===== config.mk =====
export PLATFORM = sky130hd
export DESIGN_NAME = tec_timer
export DESIGN_NICKNAME = d
export VERILOG_FILES = /design/src/hw/tec_pkg.sv /design/src/hw/tec_pin_sync.sv /design/src/hw/tec_timer.sv
export SDC_FILE = /design/constraint.sdc
export NUM_CORES = 1
export LEC_CHECK = 0
export ABC_AREA = 1
export BUFFER_PORTS_ARGS = -buffer_cell sky130_fd_sc_hd__buf_4
export CAP_MARGIN = 25
export CORE_MARGIN = 2
export CORE_UTILIZATION = 40
export DETAILED_ROUTE_END_ITERATION = 6
export PLACE_DENSITY_LB_ADDON = 0.12
export SKIP_LAST_GASP = 1
export SYNTH_ARGS = -nofsm -noshare
export SYNTH_HDL_FRONTEND = slang
export SYNTH_SLANG_ARGS = --single-unit

===== constraint.sdc =====
create_clock -name clk -period 1.6 [get_ports clk]
set_input_delay 0.24 -clock clk [delete_from_list [all_inputs] [get_ports clk]]
set_output_delay 0.24 -clock clk [all_outputs]
set_load 0.01 [all_outputs]

===== src/hw/tec_pkg.sv =====
// Purpose: shared constants for the timer/event counter block
// Assumes: 32-bit AXI4-Lite register bus, 16-bit counter
// Notes: register offsets are byte addresses, one aligned word each
package tec_pkg;
	// bus geometry
	localparam int ADDR_W = 8;
	localparam int DATA_W = 32;
	localparam int CNT_W = 16;

	// register byte offsets
	localparam logic [7:0] OFS_CTRL = 8'h00;
	localparam logic [7:0] OFS_PRELOAD = 8'h04;
	localparam logic [7:0] OFS_COUNT = 8'h08;
	localparam logic [7:0] OFS_INTCTL = 8'h0C;

	// control register field positions
	localparam int CTRL_MODE_HI = 7;
	localparam int CTRL_MODE_LO = 6;
	localparam int CTRL_RUN = 4;
	localparam int CTRL_EDGE = 3;

	// interrupt control field positions
	localparam int INT_ENABLE = 0;
	localparam int INT_FLAG = 1;

	// reset values and full count
	localparam logic [1:0] MODE_RESET = 2'h0;
	localparam logic [CNT_W-1:0] CNT_RESET = 16'h0000;
	localparam logic [CNT_W-1:0] CNT_FULL = 16'hFFFF;

	// AXI response codes
	localparam logic [1:0] RESP_OKAY = 2'h0;
	localparam logic [1:0] RESP_SLVERR = 2'h2;

	// operating mode select encodings
	typedef enum logic [1:0] {
		TEC_MODE_TIMER = 2'h0,
		TEC_MODE_EVENT = 2'h1,
		TEC_MODE_SPARE = 2'h2,
		TEC_MODE_CAPTURE = 2'h3
	} tec_mode_t;

	// pulse capture sequencer, one-hot
	typedef enum logic [2:0] {
		TEC_CAP_IDLE = 3'h1,
		TEC_CAP_ARMED = 3'h2,
		TEC_CAP_MEASURE = 3'h4
	} tec_cap_t;
endpackage


===== src/hw/tec_pin_sync.sv =====
// Purpose: bring the external count input into the clk domain
// Assumes: pin is fully asynchronous to clk
// Notes: gives the settled level and its one-cycle-old copy for edges
`timescale 1ns/1ps
module tec_pin_sync
(
	input wire logic clk,
	input wire logic rstn,
	input wire logic ce,
	input wire logic pinIn,
	output logic level,
	output logic levelPrev
);
	logic meta;

	// two flops before use; first stage feeds only the second
	always_ff @(posedge clk)
	begin
		if (!rstn)
		begin
			meta <= 1'b0;
			level <= 1'b0;
			levelPrev <= 1'b0;
		end
		else if (ce)
		begin
			meta <= pinIn;
			level <= meta;
			levelPrev <= level; // history for edge detection
		end
	end
endmodule


===== src/hw/tec_timer.sv =====
// Purpose: 16-bit timer/event counter with preload, capture and wake-up
// Assumes: AXI4-Lite slave on clk; powerDown comes from clk-domain logic
// Notes: ce low freezes every flop; count and preload reset to zero
`timescale 1ns/1ps
module tec_timer
(
	input wire logic clk,
	input wire logic rstn,
	input wire logic ce,
	input wire logic [tec_pkg::ADDR_W-1:0] s_axi_awaddr,
	input wire logic s_axi_awvalid,
	output logic s_axi_awready,
	input wire logic [tec_pkg::DATA_W-1:0] s_axi_wdata,
	input wire logic [3:0] s_axi_wstrb,
	input wire logic s_axi_wvalid,
	output logic s_axi_wready,
	output logic [1:0] s_axi_bresp,
	output logic s_axi_bvalid,
	input wire logic s_axi_bready,
	input wire logic [tec_pkg::ADDR_W-1:0] s_axi_araddr,
	input wire logic s_axi_arvalid,
	output logic s_axi_arready,
	output logic [tec_pkg::DATA_W-1:0] s_axi_rdata,
	output logic [1:0] s_axi_rresp,
	output logic s_axi_rvalid,
	input wire logic s_axi_rready,
	input wire logic externalCountInput,
	input wire logic powerDown,
	output logic timerIrq,
	output logic wakeUp
);
	// control state
	tec_pkg::tec_mode_t operatingModeSelect;
	logic counterRunEnable;
	logic activeEdgeSelect;
	logic irqEnable;
	logic irqFlag;
	logic [tec_pkg::CNT_W-1:0] preload;
	logic [tec_pkg::CNT_W-1:0] count;
	tec_pkg::tec_cap_t capState;
	tec_pkg::tec_cap_t next_capState;

	// write channel holding
	logic awHeld;
	logic wHeld;
	logic [tec_pkg::ADDR_W-1:0] wrAddr;
	logic [tec_pkg::DATA_W-1:0] wrData;
	logic [3:0] wrStrb;
	logic doWrite;

	// decoded access strobes
	logic wrCtrl;
	logic wrPreload;
	logic wrIntctl;
	logic wrHit;
	logic rdTake;
	logic rdCount;

	// input view and derived events
	logic pinLevel;
	logic pinPrev;
	logic pinRise;
	logic pinFall;
	logic activeEdge;
	logic startEdge;
	logic endEdge;
	logic inhibit;
	logic tick;
	logic overflow;
	logic captureDone;
	logic runPrev;

	// input passes two flops, so it counts at a later clock
	tec_pin_sync u_sync
	(
		.clk(clk),
		.rstn(rstn),
		.ce(ce),
		.pinIn(externalCountInput),
		.level(pinLevel),
		.levelPrev(pinPrev)
	);

	// edge picture of the synchronised input
	assign pinRise = pinLevel & ~pinPrev;
	assign pinFall = ~pinLevel & pinPrev;

	// edge select picks the counted transition
	assign activeEdge = activeEdgeSelect ? pinFall : pinRise;

	// capture starts on the opposite sense of edge select
	assign startEdge = activeEdgeSelect ? pinRise : pinFall;
	assign endEdge = activeEdgeSelect ? pinFall : pinRise;

	// write happens once both address and data are in hand
	assign doWrite = awHeld & wHeld & ~s_axi_bvalid;
	assign wrCtrl = doWrite && wrAddr == tec_pkg::OFS_CTRL;
	assign wrPreload = doWrite && wrAddr == tec_pkg::OFS_PRELOAD;
	assign wrIntctl = doWrite && wrAddr == tec_pkg::OFS_INTCTL;
	assign wrHit = wrCtrl | wrPreload | wrIntctl;

	// reads are taken whenever no answer is pending
	assign s_axi_arready = ~s_axi_rvalid;
	assign rdTake = s_axi_arvalid & s_axi_arready;
	assign rdCount = rdTake && s_axi_araddr == tec_pkg::OFS_COUNT;

	// each channel is ready while its own holder is empty
	assign s_axi_awready = ~awHeld;
	assign s_axi_wready = ~wHeld;

	// address write channel holder
	always_ff @(posedge clk)
	begin
		if (!rstn)
		begin
			awHeld <= 1'b0;
			wrAddr <= '0;
		end
		else if (ce)
		begin
			if (s_axi_awvalid && !awHeld)
			begin
				awHeld <= 1'b1;
				wrAddr <= s_axi_awaddr;
			end
			else if (doWrite)
				awHeld <= 1'b0;
		end
	end

	// data write channel holder, independent of address order
	always_ff @(posedge clk)
	begin
		if (!rstn)
		begin
			wHeld <= 1'b0;
			wrData <= '0;
			wrStrb <= '0;
		end
		else if (ce)
		begin
			if (s_axi_wvalid && !wHeld)
			begin
				wHeld <= 1'b1;
				wrData <= s_axi_wdata;
				wrStrb <= s_axi_wstrb;
			end
			else if (doWrite)
				wHeld <= 1'b0;
		end
	end

	// write response; unmapped offsets answer slave error
	always_ff @(posedge clk)
	begin
		if (!rstn)
		begin
			s_axi_bvalid <= 1'b0;
			s_axi_bresp <= tec_pkg::RESP_OKAY;
		end
		else if (ce)
		begin
			if (doWrite)
			begin
				s_axi_bvalid <= 1'b1;
				s_axi_bresp <= wrHit ? tec_pkg::RESP_OKAY
					: tec_pkg::RESP_SLVERR;
			end
			else if (s_axi_bready)
				s_axi_bvalid <= 1'b0;
		end
	end

	// read data registered one cycle after the address is taken
	always_ff @(posedge clk)
	begin
		if (!rstn)
		begin
			s_axi_rvalid <= 1'b0;
			s_axi_rdata <= '0;
			s_axi_rresp <= tec_pkg::RESP_OKAY;
		end
		else if (ce)
		begin
			if (rdTake)
			begin
				s_axi_rvalid <= 1'b1;
				s_axi_rresp <= tec_pkg::RESP_OKAY;
				s_axi_rdata <= '0;
				unique case (s_axi_araddr)
					tec_pkg::OFS_CTRL:
					begin
						s_axi_rdata[tec_pkg::CTRL_MODE_HI:
							tec_pkg::CTRL_MODE_LO] <= operatingModeSelect;
						s_axi_rdata[tec_pkg::CTRL_RUN] <= counterRunEnable;
						s_axi_rdata[tec_pkg::CTRL_EDGE] <= activeEdgeSelect;
					end
					tec_pkg::OFS_PRELOAD:
						s_axi_rdata[tec_pkg::CNT_W-1:0] <= preload;
					tec_pkg::OFS_COUNT:
						s_axi_rdata[tec_pkg::CNT_W-1:0] <= count;
					tec_pkg::OFS_INTCTL:
					begin
						s_axi_rdata[tec_pkg::INT_ENABLE] <= irqEnable;
						s_axi_rdata[tec_pkg::INT_FLAG] <= irqFlag;
					end
					default:
						s_axi_rresp <= tec_pkg::RESP_SLVERR;
				endcase
			end
			else if (s_axi_rready)
				s_axi_rvalid <= 1'b0;
		end
	end

	// freeze counting while software touches the counter
	assign inhibit = rdCount | wrPreload;

	// count qualifier per operating mode
	always_comb
	begin
		tick = 1'b0;
		unique case (operatingModeSelect)
			// internal clock counts every cycle when awake
			tec_pkg::TEC_MODE_TIMER:
				tick = counterRunEnable & ~powerDown;
			tec_pkg::TEC_MODE_EVENT:
				tick = counterRunEnable & activeEdge;
			// capture counts clk only inside the pulse
			tec_pkg::TEC_MODE_CAPTURE:
				tick = counterRunEnable & ~powerDown
					& (capState == tec_pkg::TEC_CAP_MEASURE)
					& ~endEdge;
			// spare code holds the counter
			tec_pkg::TEC_MODE_SPARE:
				tick = 1'b0;
		endcase
		if (inhibit)
			tick = 1'b0;
	end

	// overflow is the step out of the full value
	assign overflow = tick && count == tec_pkg::CNT_FULL;

	// reload on overflow, else count upward
	always_ff @(posedge clk)
	begin
		if (!rstn)
			count <= tec_pkg::CNT_RESET;
		else if (ce)
		begin
			if (overflow)
				count <= preload;
			else if (tick)
				count <= count + 16'h0001;
			// stopped counter takes the preload value
			else if (wrPreload && !counterRunEnable)
			begin
				if (wrStrb[0])
					count[7:0] <= wrData[7:0];
				if (wrStrb[1])
					count[15:8] <= wrData[15:8];
			end
		end
	end

	// preload register, written per byte lane
	always_ff @(posedge clk)
	begin
		if (!rstn)
			preload <= tec_pkg::CNT_RESET;
		else if (ce && wrPreload)
		begin
			if (wrStrb[0])
				preload[7:0] <= wrData[7:0];
			if (wrStrb[1])
				preload[15:8] <= wrData[15:8];
		end
	end

	// mode and edge select fields of the control register
	always_ff @(posedge clk)
	begin
		if (!rstn)
		begin
			operatingModeSelect <= tec_tpl_mode(tec_pkg::MODE_RESET);
			activeEdgeSelect <= 1'b0;
		end
		// mode field sits in bits 7 and 6
		else if (ce && wrCtrl && wrStrb[0])
		begin
			operatingModeSelect <= tec_tpl_mode(
				wrData[tec_pkg::CTRL_MODE_HI:tec_pkg::CTRL_MODE_LO]);
			activeEdgeSelect <= wrData[tec_pkg::CTRL_EDGE];
		end
	end

	// cast a raw field into the mode type
	function automatic tec_pkg::tec_mode_t tec_tpl_mode(
		input logic [1:0] raw);
		tec_tpl_mode = tec_pkg::tec_mode_t'(raw);
	endfunction

	// capture ends when the input returns to its rest level
	assign captureDone = counterRunEnable
		&& operatingModeSelect == tec_pkg::TEC_MODE_CAPTURE
		&& capState == tec_pkg::TEC_CAP_MEASURE && endEdge;

	// run bit; a software write in the same cycle beats the auto clear
	always_ff @(posedge clk)
	begin
		if (!rstn)
			counterRunEnable <= 1'b0;
		else if (ce)
		begin
			// bit 4 starts and stops counting
			if (wrCtrl && wrStrb[0])
				counterRunEnable <= wrData[tec_pkg::CTRL_RUN];
			// hardware clears run at end of pulse
			else if (captureDone)
				counterRunEnable <= 1'b0;
		end
	end

	// history of run bit to spot a fresh arm
	always_ff @(posedge clk)
	begin
		if (!rstn)
			runPrev <= 1'b0;
		else if (ce)
			runPrev <= counterRunEnable;
	end

	// capture sequencer next state
	always_comb
	begin
		next_capState = capState;
		unique case (capState)
			tec_pkg::TEC_CAP_IDLE:
				if (counterRunEnable && !runPrev)
					next_capState = tec_pkg::TEC_CAP_ARMED;
			// waits for the leading edge of the pulse
			tec_pkg::TEC_CAP_ARMED:
				if (startEdge)
					next_capState = tec_pkg::TEC_CAP_MEASURE;
			tec_pkg::TEC_CAP_MEASURE:
				if (endEdge)
					next_capState = tec_pkg::TEC_CAP_IDLE;
			default:
				next_capState = tec_pkg::TEC_CAP_IDLE;
		endcase
		// stopping or leaving capture mode abandons the sequence
		if (!counterRunEnable
			|| operatingModeSelect != tec_pkg::TEC_MODE_CAPTURE)
			next_capState = tec_pkg::TEC_CAP_IDLE;
	end

	// capture sequencer state register
	always_ff @(posedge clk)
	begin
		if (!rstn)
			capState <= tec_pkg::TEC_CAP_IDLE;
		else if (ce)
			capState <= next_capState;
	end

	// interrupt enable bit
	always_ff @(posedge clk)
	begin
		if (!rstn)
			irqEnable <= 1'b0;
		else if (ce && wrIntctl && wrStrb[0])
			irqEnable <= wrData[tec_pkg::INT_ENABLE];
	end

	// request flag: overflow set wins over a software clear
	always_ff @(posedge clk)
	begin
		if (!rstn)
			irqFlag <= 1'b0;
		else if (ce)
		begin
			// every counting mode, timer included, sets the flag
			if (overflow)
				irqFlag <= 1'b1;
			// software may write the flag high itself
			else if (wrIntctl && wrStrb[0])
				irqFlag <= wrData[tec_pkg::INT_FLAG];
		end
	end

	// interrupt gated by enable; a preset flag makes no new edge
	assign timerIrq = irqFlag & irqEnable;

	// wake-up pulse needs a new request while powered down
	// a flag already high blocks it, so a preset flag prevents waking
	always_ff @(posedge clk)
	begin
		if (!rstn)
			wakeUp <= 1'b0;
		else if (ce)
			wakeUp <= overflow & powerDown & ~irqFlag;
	end
endmodule


After elaboration in Yosys (flattened, before gate mapping) --
Index checks and enable logic that the tools add are counted.
Word-level totals: logic and storage cells 151, register bits after elaboration 96, output and inout bits 43, bits of input ports 62
Operators by class: bitwise logic cells 24, multiplexer cells 33, add/subtract/negate cells 1, reduce and logical (&&, ||, !) cells 52, equal/unequal tests 16
Operators with widths (count):
- $mux 16 | 3
- $eq 8x4->1 const B | 3
- $reduce_and 2->1 | 12
- $logic_and 1x1->1 | 19
- $pmux 2 s3 | 3
- $add 16x1->16 const B | 1
- $eq 16x16->1 const B | 1
- $eq 8x3->1 const B | 2
- $logic_not 8->1 | 2
- $mux 8 | 2
- $pmux 8 s2 | 1
- $mux 1 | 14
- $and 1x1->1 | 12
- $mux 3 | 4
- $reduce_bool 2->1 | 6
- $not 1->1 | 9
- $pmux 3 s3 | 1
- $reduce_bool 3->1 | 3
- $ne 3x3->1 const B | 2
- $reduce_and 3->1 | 2
- $eq 2x2->1 const B | 2
- $logic_not 1->1 | 4
- $mux 2 | 2
- $pmux 1 s2 | 2
- 12 further kinds | 14

Logic depth before layout (Yosys ltp) --
depth after elaboration 10, mapped depth 15, gate-level depth less buffers 14

Cells and area by module --
A second synthesis with hierarchy kept.
Second synthesis, totals: cell total of the unflattened synthesis 719, area, all modules 4873.4 sq um
By module, submodules not included:
- tec_timer | sequential area each 1821.7 sq um, times used 1, cells each 701, area each 4757.1 sq um
- tec_pin_sync | sequential area each 60.1 sq um, times used 1, cells each 18, area each 116.4 sq um

Worst setup path before layout --
No wires, ideal clock.
kind reg-to-reg, start point register s_axi_bvalid, end point register count[2] (netlist name), data arrival time 1440 ps, period minus slack after synthesis 1553 ps, setup slack 47 ps, required time 1487 ps, buffers on the path 1, library setup time 113 ps, stages on the path, launching flop included 13, cell sequence dfxtp_1 -> inv_1 -> nand3_1 -> nor2_2 -> nand2_1 -> nand2_1 -> nor2_2 -> nand2_4 -> o21ai_2 -> nand2_2 -> buf_4 -> nor2_1 -> nor2_1
Between the ends: longest elaborated chain between the ends 8, elaborated cells on any way between the ends 12, those cells by class mux (3); bitwise (3); reduce/logical (6)
Ends and longest elaborated chain:
- start, declared | line tec_timer.sv:18 | output logic s_axi_bvalid,
- start signal, assigned | line tec_timer.sv:158 | s_axi_bvalid <= 1'b0;
- start signal, assigned | line tec_timer.sv:165 | s_axi_bvalid <= 1'b1;
- start signal, assigned | line tec_timer.sv:170 | s_axi_bvalid <= 1'b0;
- $not 1->1 * | line tec_timer.sv:96 | assign doWrite = awHeld & wHeld & ~s_axi_bvalid;
- $and 1x1->1 * | line tec_timer.sv:96
- $logic_and 1x1->1 * | line tec_timer.sv:98 | assign wrPreload = doWrite && wrAddr == tec_pkg::OFS_PRELOAD;
- $or 1x1->1 | line tec_timer.sv:217 | assign inhibit = rdCount | wrPreload;
- $mux 1 | line tec_timer.sv:238 | if (inhibit)
- $logic_and 1x1->1 | line tec_timer.sv:243 | assign overflow = tick && count == tec_pkg::CNT_FULL;
- $reduce_bool 3->1 (no line)
- $reduce_and 3->1 (no line)
- end signal, assigned | line tec_timer.sv:249 | count <= tec_pkg::CNT_RESET;
- end signal, assigned | line tec_timer.sv:253 | count <= preload;
- end signal, assigned | line tec_timer.sv:255 | count <= count + 16'h0001;
- end, declared | line tec_timer.sv:39 | logic [tec_pkg::CNT_W-1:0] count;
Mark *: on every way between the ends. The rest lies on a longest branch, timed or not. A chain may end at the register's enable or synchronous reset.

Worst setup path after layout --
start point register wrAddr[0] (netlist name), end point register count[14] (netlist name)
Between the ends: longest elaborated chain between the ends 7, elaborated cells on any way between the ends 11, those cells by class eq/ne (1); mux (3); bitwise (1); reduce/logical (6)
Ends and longest elaborated chain:
- start, declared | line tec_timer.sv:46 | logic [tec_pkg::ADDR_W-1:0] wrAddr;
- start signal, assigned | line tec_timer.sv:124 | wrAddr <= s_axi_awaddr;
- $eq 8x3->1 * | line tec_timer.sv:98
- $logic_and 1x1->1 * | line tec_timer.sv:98
- $or 1x1->1 | line tec_timer.sv:217
- $mux 1 | line tec_timer.sv:238
- $logic_and 1x1->1 | line tec_timer.sv:243
- $reduce_bool 3->1 (no line)
- $reduce_and 3->1 (no line)
Marked as above.

==> flow_summary.toml <==
[timing]
skew_ps = 5.686
setup_ws_ps = -73.52
fin_crit_ps = 1674
drv_slew = 0
hold_violations = 0
fmax_mhz = 597.5
rsz0062_at_grt = "yes"
holdWs_ps = 121.0
fin_crit_sh = 1.046
setup_violations = 15

[clock_network]
cts-root-buf = "clkbuf_16"
cts_buffer_depth = 2
htreeDepth = 3
cts_hold_buf = 0
cts.clk_slew.worst_paths_ps = 60
numCtsBuffers = 9
clock_latency_ps = 350
cts_sinks = 94
cts_tree = "built"

[synthesis]
ys_seq_elements = 94
synthFlopType = "dfxtp_1"
yosysSeqAreaShare = 0.3903
async_reset_ff_frac = 0
synth_edf_count = 0
syn_area_per_cell_um2 = 6.659
synth_warnings = 0
syn_area_um2 = 4821
ys_types = 33
syn_inst = 724

[floorplanning]
die_w_um = 113.8
coreArea_um2 = 11910
die_h_um = 113.8
num_io_pins = 105
start_util = 0.4047
row_count = 40
die-area_um2 = 12950

[setup_path]
slowest_delay_ps = 330
critPathSlowestCell = "dfxtp_2"
end_kind = "register"
critPathRequiredTime_ps = 1850
crit_fanout = 7
crit_chain = "nor2_1 -> nand3_1 -> nor3_2 -> nand2_2 -> o21ai_4 -> nand2_2 -> nor2_1 -> nor2_1"
path_buf_inv = 0
start_kind = "register"
setup.worst_path.class = "register to register"
crit_family = "simple AND/OR/NAND/NOR gates"
crit_top_cell = "nor2_1"
worst_ep_arrival_time_ps = 1920

[placed_design]
pre_cts_ws_ps = -147.9
numPortBuffers = 68
dp_hpwl_um = 9469
gp_congestion = 0.9043

[status]
violations = "setup timing"
status = "complete, but fails checks"

[global_route]
grt_max_degree = 76
grt_pass1_wl_um = 21140
track_usage = 0.2051
antenna_found_initial = 0
grt_pass1_vias = 4485
overflow = 0

[cells_and_area]
drive_gt1_frac = 0.2577
finish.net_count = 904
antennaDiodeCount = 0
area_growth_pct = 33.25
finalCoreUtilization = 0.5393
fillers = 1176

[route]
drcViolationCount = 0
num_vias = 4924
dr.pass1.iters = 5
routed_wl_um = 13180
drt_iter0_drc = 230
viasPerCell = 4.959
wl_per_cell_um = 13.27
ant_nets = 0

[pwr]
p_leak_nw = 2.949
vdd_ir_drop_max_v = 0.0006447
p_total_mw = 5.453
power_density_nw_per_um2 = 848.8

[worst_hold_path]
min_path_type = "primary input to register"

[job]
drv_cap = 0
logic make-up (layout without fill, tap and decap cells):
kind of cell,after synthesis,after routing,share of synthesized area
simple gates,361,363,0.3200
buf+inv,133,236,0.1243
compound gates,121,121,0.1381
flops,94,94,0.3903
xor+xnor,12,12,0.02180
fa+ha+maj,1,1,0.002595
other cells,1,18,0.0007779
mux,1,1,0.002076
what timing repair did:
action	in CTS	in global routing
setup endpoints to repair	24	51
pin swaps	1	17
cloned	0	3
resized for setup	10	59
hold endpoints to repair	0	0
buffers inserted	2	2
tightest hold or removal path: stages:
cell and delay, ps:
buf_4 80, nor2_1 40, nor2_1 80
cells in the mapped netlist (2+ instances only):
cell type / instances / area (µm²)
a211oi_1: 4 / 30.03
xor2_1: 12 / 105.1
o221ai_1: 10 / 87.58
nor4_1: 3 / 18.77
nor2_2: 2 / 12.51
nand4_1: 4 / 25.02
nand3_1: 71 / 355.3
dfxtp_1: 94 / 1882
nand2_2: 5 / 31.28
o21ai_2: 2 / 17.52
a21oi_1: 41 / 205.2
nor2_1: 122 / 457.9
clkbuf_1: 18 / 67.56
buf_2: 7 / 35.03
nor3_1: 3 / 15.01
buf_6: 2 / 22.52
o21ai_0: 62 / 310.3
clkinv_1: 2 / 7.510
nor2_4: 3 / 33.78
inv_1: 82 / 307.8
buf_4: 19 / 142.6
inv_2: 2 / 7.510
nand2_1: 144 / 540.5
metrics by stage:
| stage | area, µm² | setup TNS (ps) | std cells |
|---|---|---|---|
| floorplan | 4885 | 0 | 741 |
| global placement | 5799 | -1129 | 970 |
| detailed placement | 5799 | -1768 | 970 |
| CTS | 6190 | -39.02 | 988 |
| global route | 6424 | -2711 | 993 |
| finish | 6424 | -608.4 | 993 |
layer usage:
layer	track usage	part of all wire	vias up
met5	0	0	-
li1	-	-	2523
met2	0.3182	0.47	146
met4	0.08293	0.016	0
met3	0.03188	0.055	16
met1	0.2865	0.46	2239
cell type report:
type	count	area (µm²)	area share
Clock buffer	9	225.2	0.03506
Clock inverter	7	112.6	0.01753
Inverter	87	342.8	0.05337
Multi-Input combinational cell	516	2572	0.4005
Sequential cell	94	1902	0.2961
Tap cell	147	183.9	0.02863
Timing Repair Buffer	133	1085	0.1689
cell usage in the layout, fill, tap and decap left out, drive strengths merged:
| cell type | instances |
|---|---|
| nand4 | 5 |
| o211ai | 1 |
| nand2 | 152 |
| clkinvlp | 2 |
| a21oi | 41 |
| dfxtp | 94 |
| inv | 83 |
| xor2 | 12 |
| clkinv | 6 |
| bufinv | 3 |
| nand3b | 1 |
| nor2 | 127 |
| clkbuf | 10 |
| o221ai | 10 |
| a211oi | 4 |
| buf | 132 |
| o31ai | 1 |
| conb | 18 |
| nand3 | 71 |
| o21ai | 64 |
| ha | 1 |
| mux2i | 1 |
| nor4 | 4 |
| nor3 | 3 |
sequential cells by signal, indices dropped and copies added (netlist names), 2 cells and up:
name                 flops
count                   16
preload                 16
s_axi_rdata             16
wrData                  16
wrAddr                   8
capState                 3
operatingModeSelect      2
wrStrb                   2
worst paths after layout:
path	startpoint	end	slack, ps	cells after the start
max	wrAddr[0]	count[14]	-70	8
min	externalCountInput	u_sync.meta	120	3
max reg2reg	wrAddr[0]	count[14]	-70	8
min reg2reg	preload[0]	preload[0]	470	2
power by group:
| group | switching, mW | total (mW) | internal [mW] |
|---|---|---|---|
| sequential | 0.0628 | 2.49 | 2.42 |
| clock | 0.928 | 2.45 | 1.52 |
| combinational | 0.286 | 0.521 | 0.235 |
| total | 1.28 | 5.45 | 4.18 |
(Power assumes the default switching activity.)
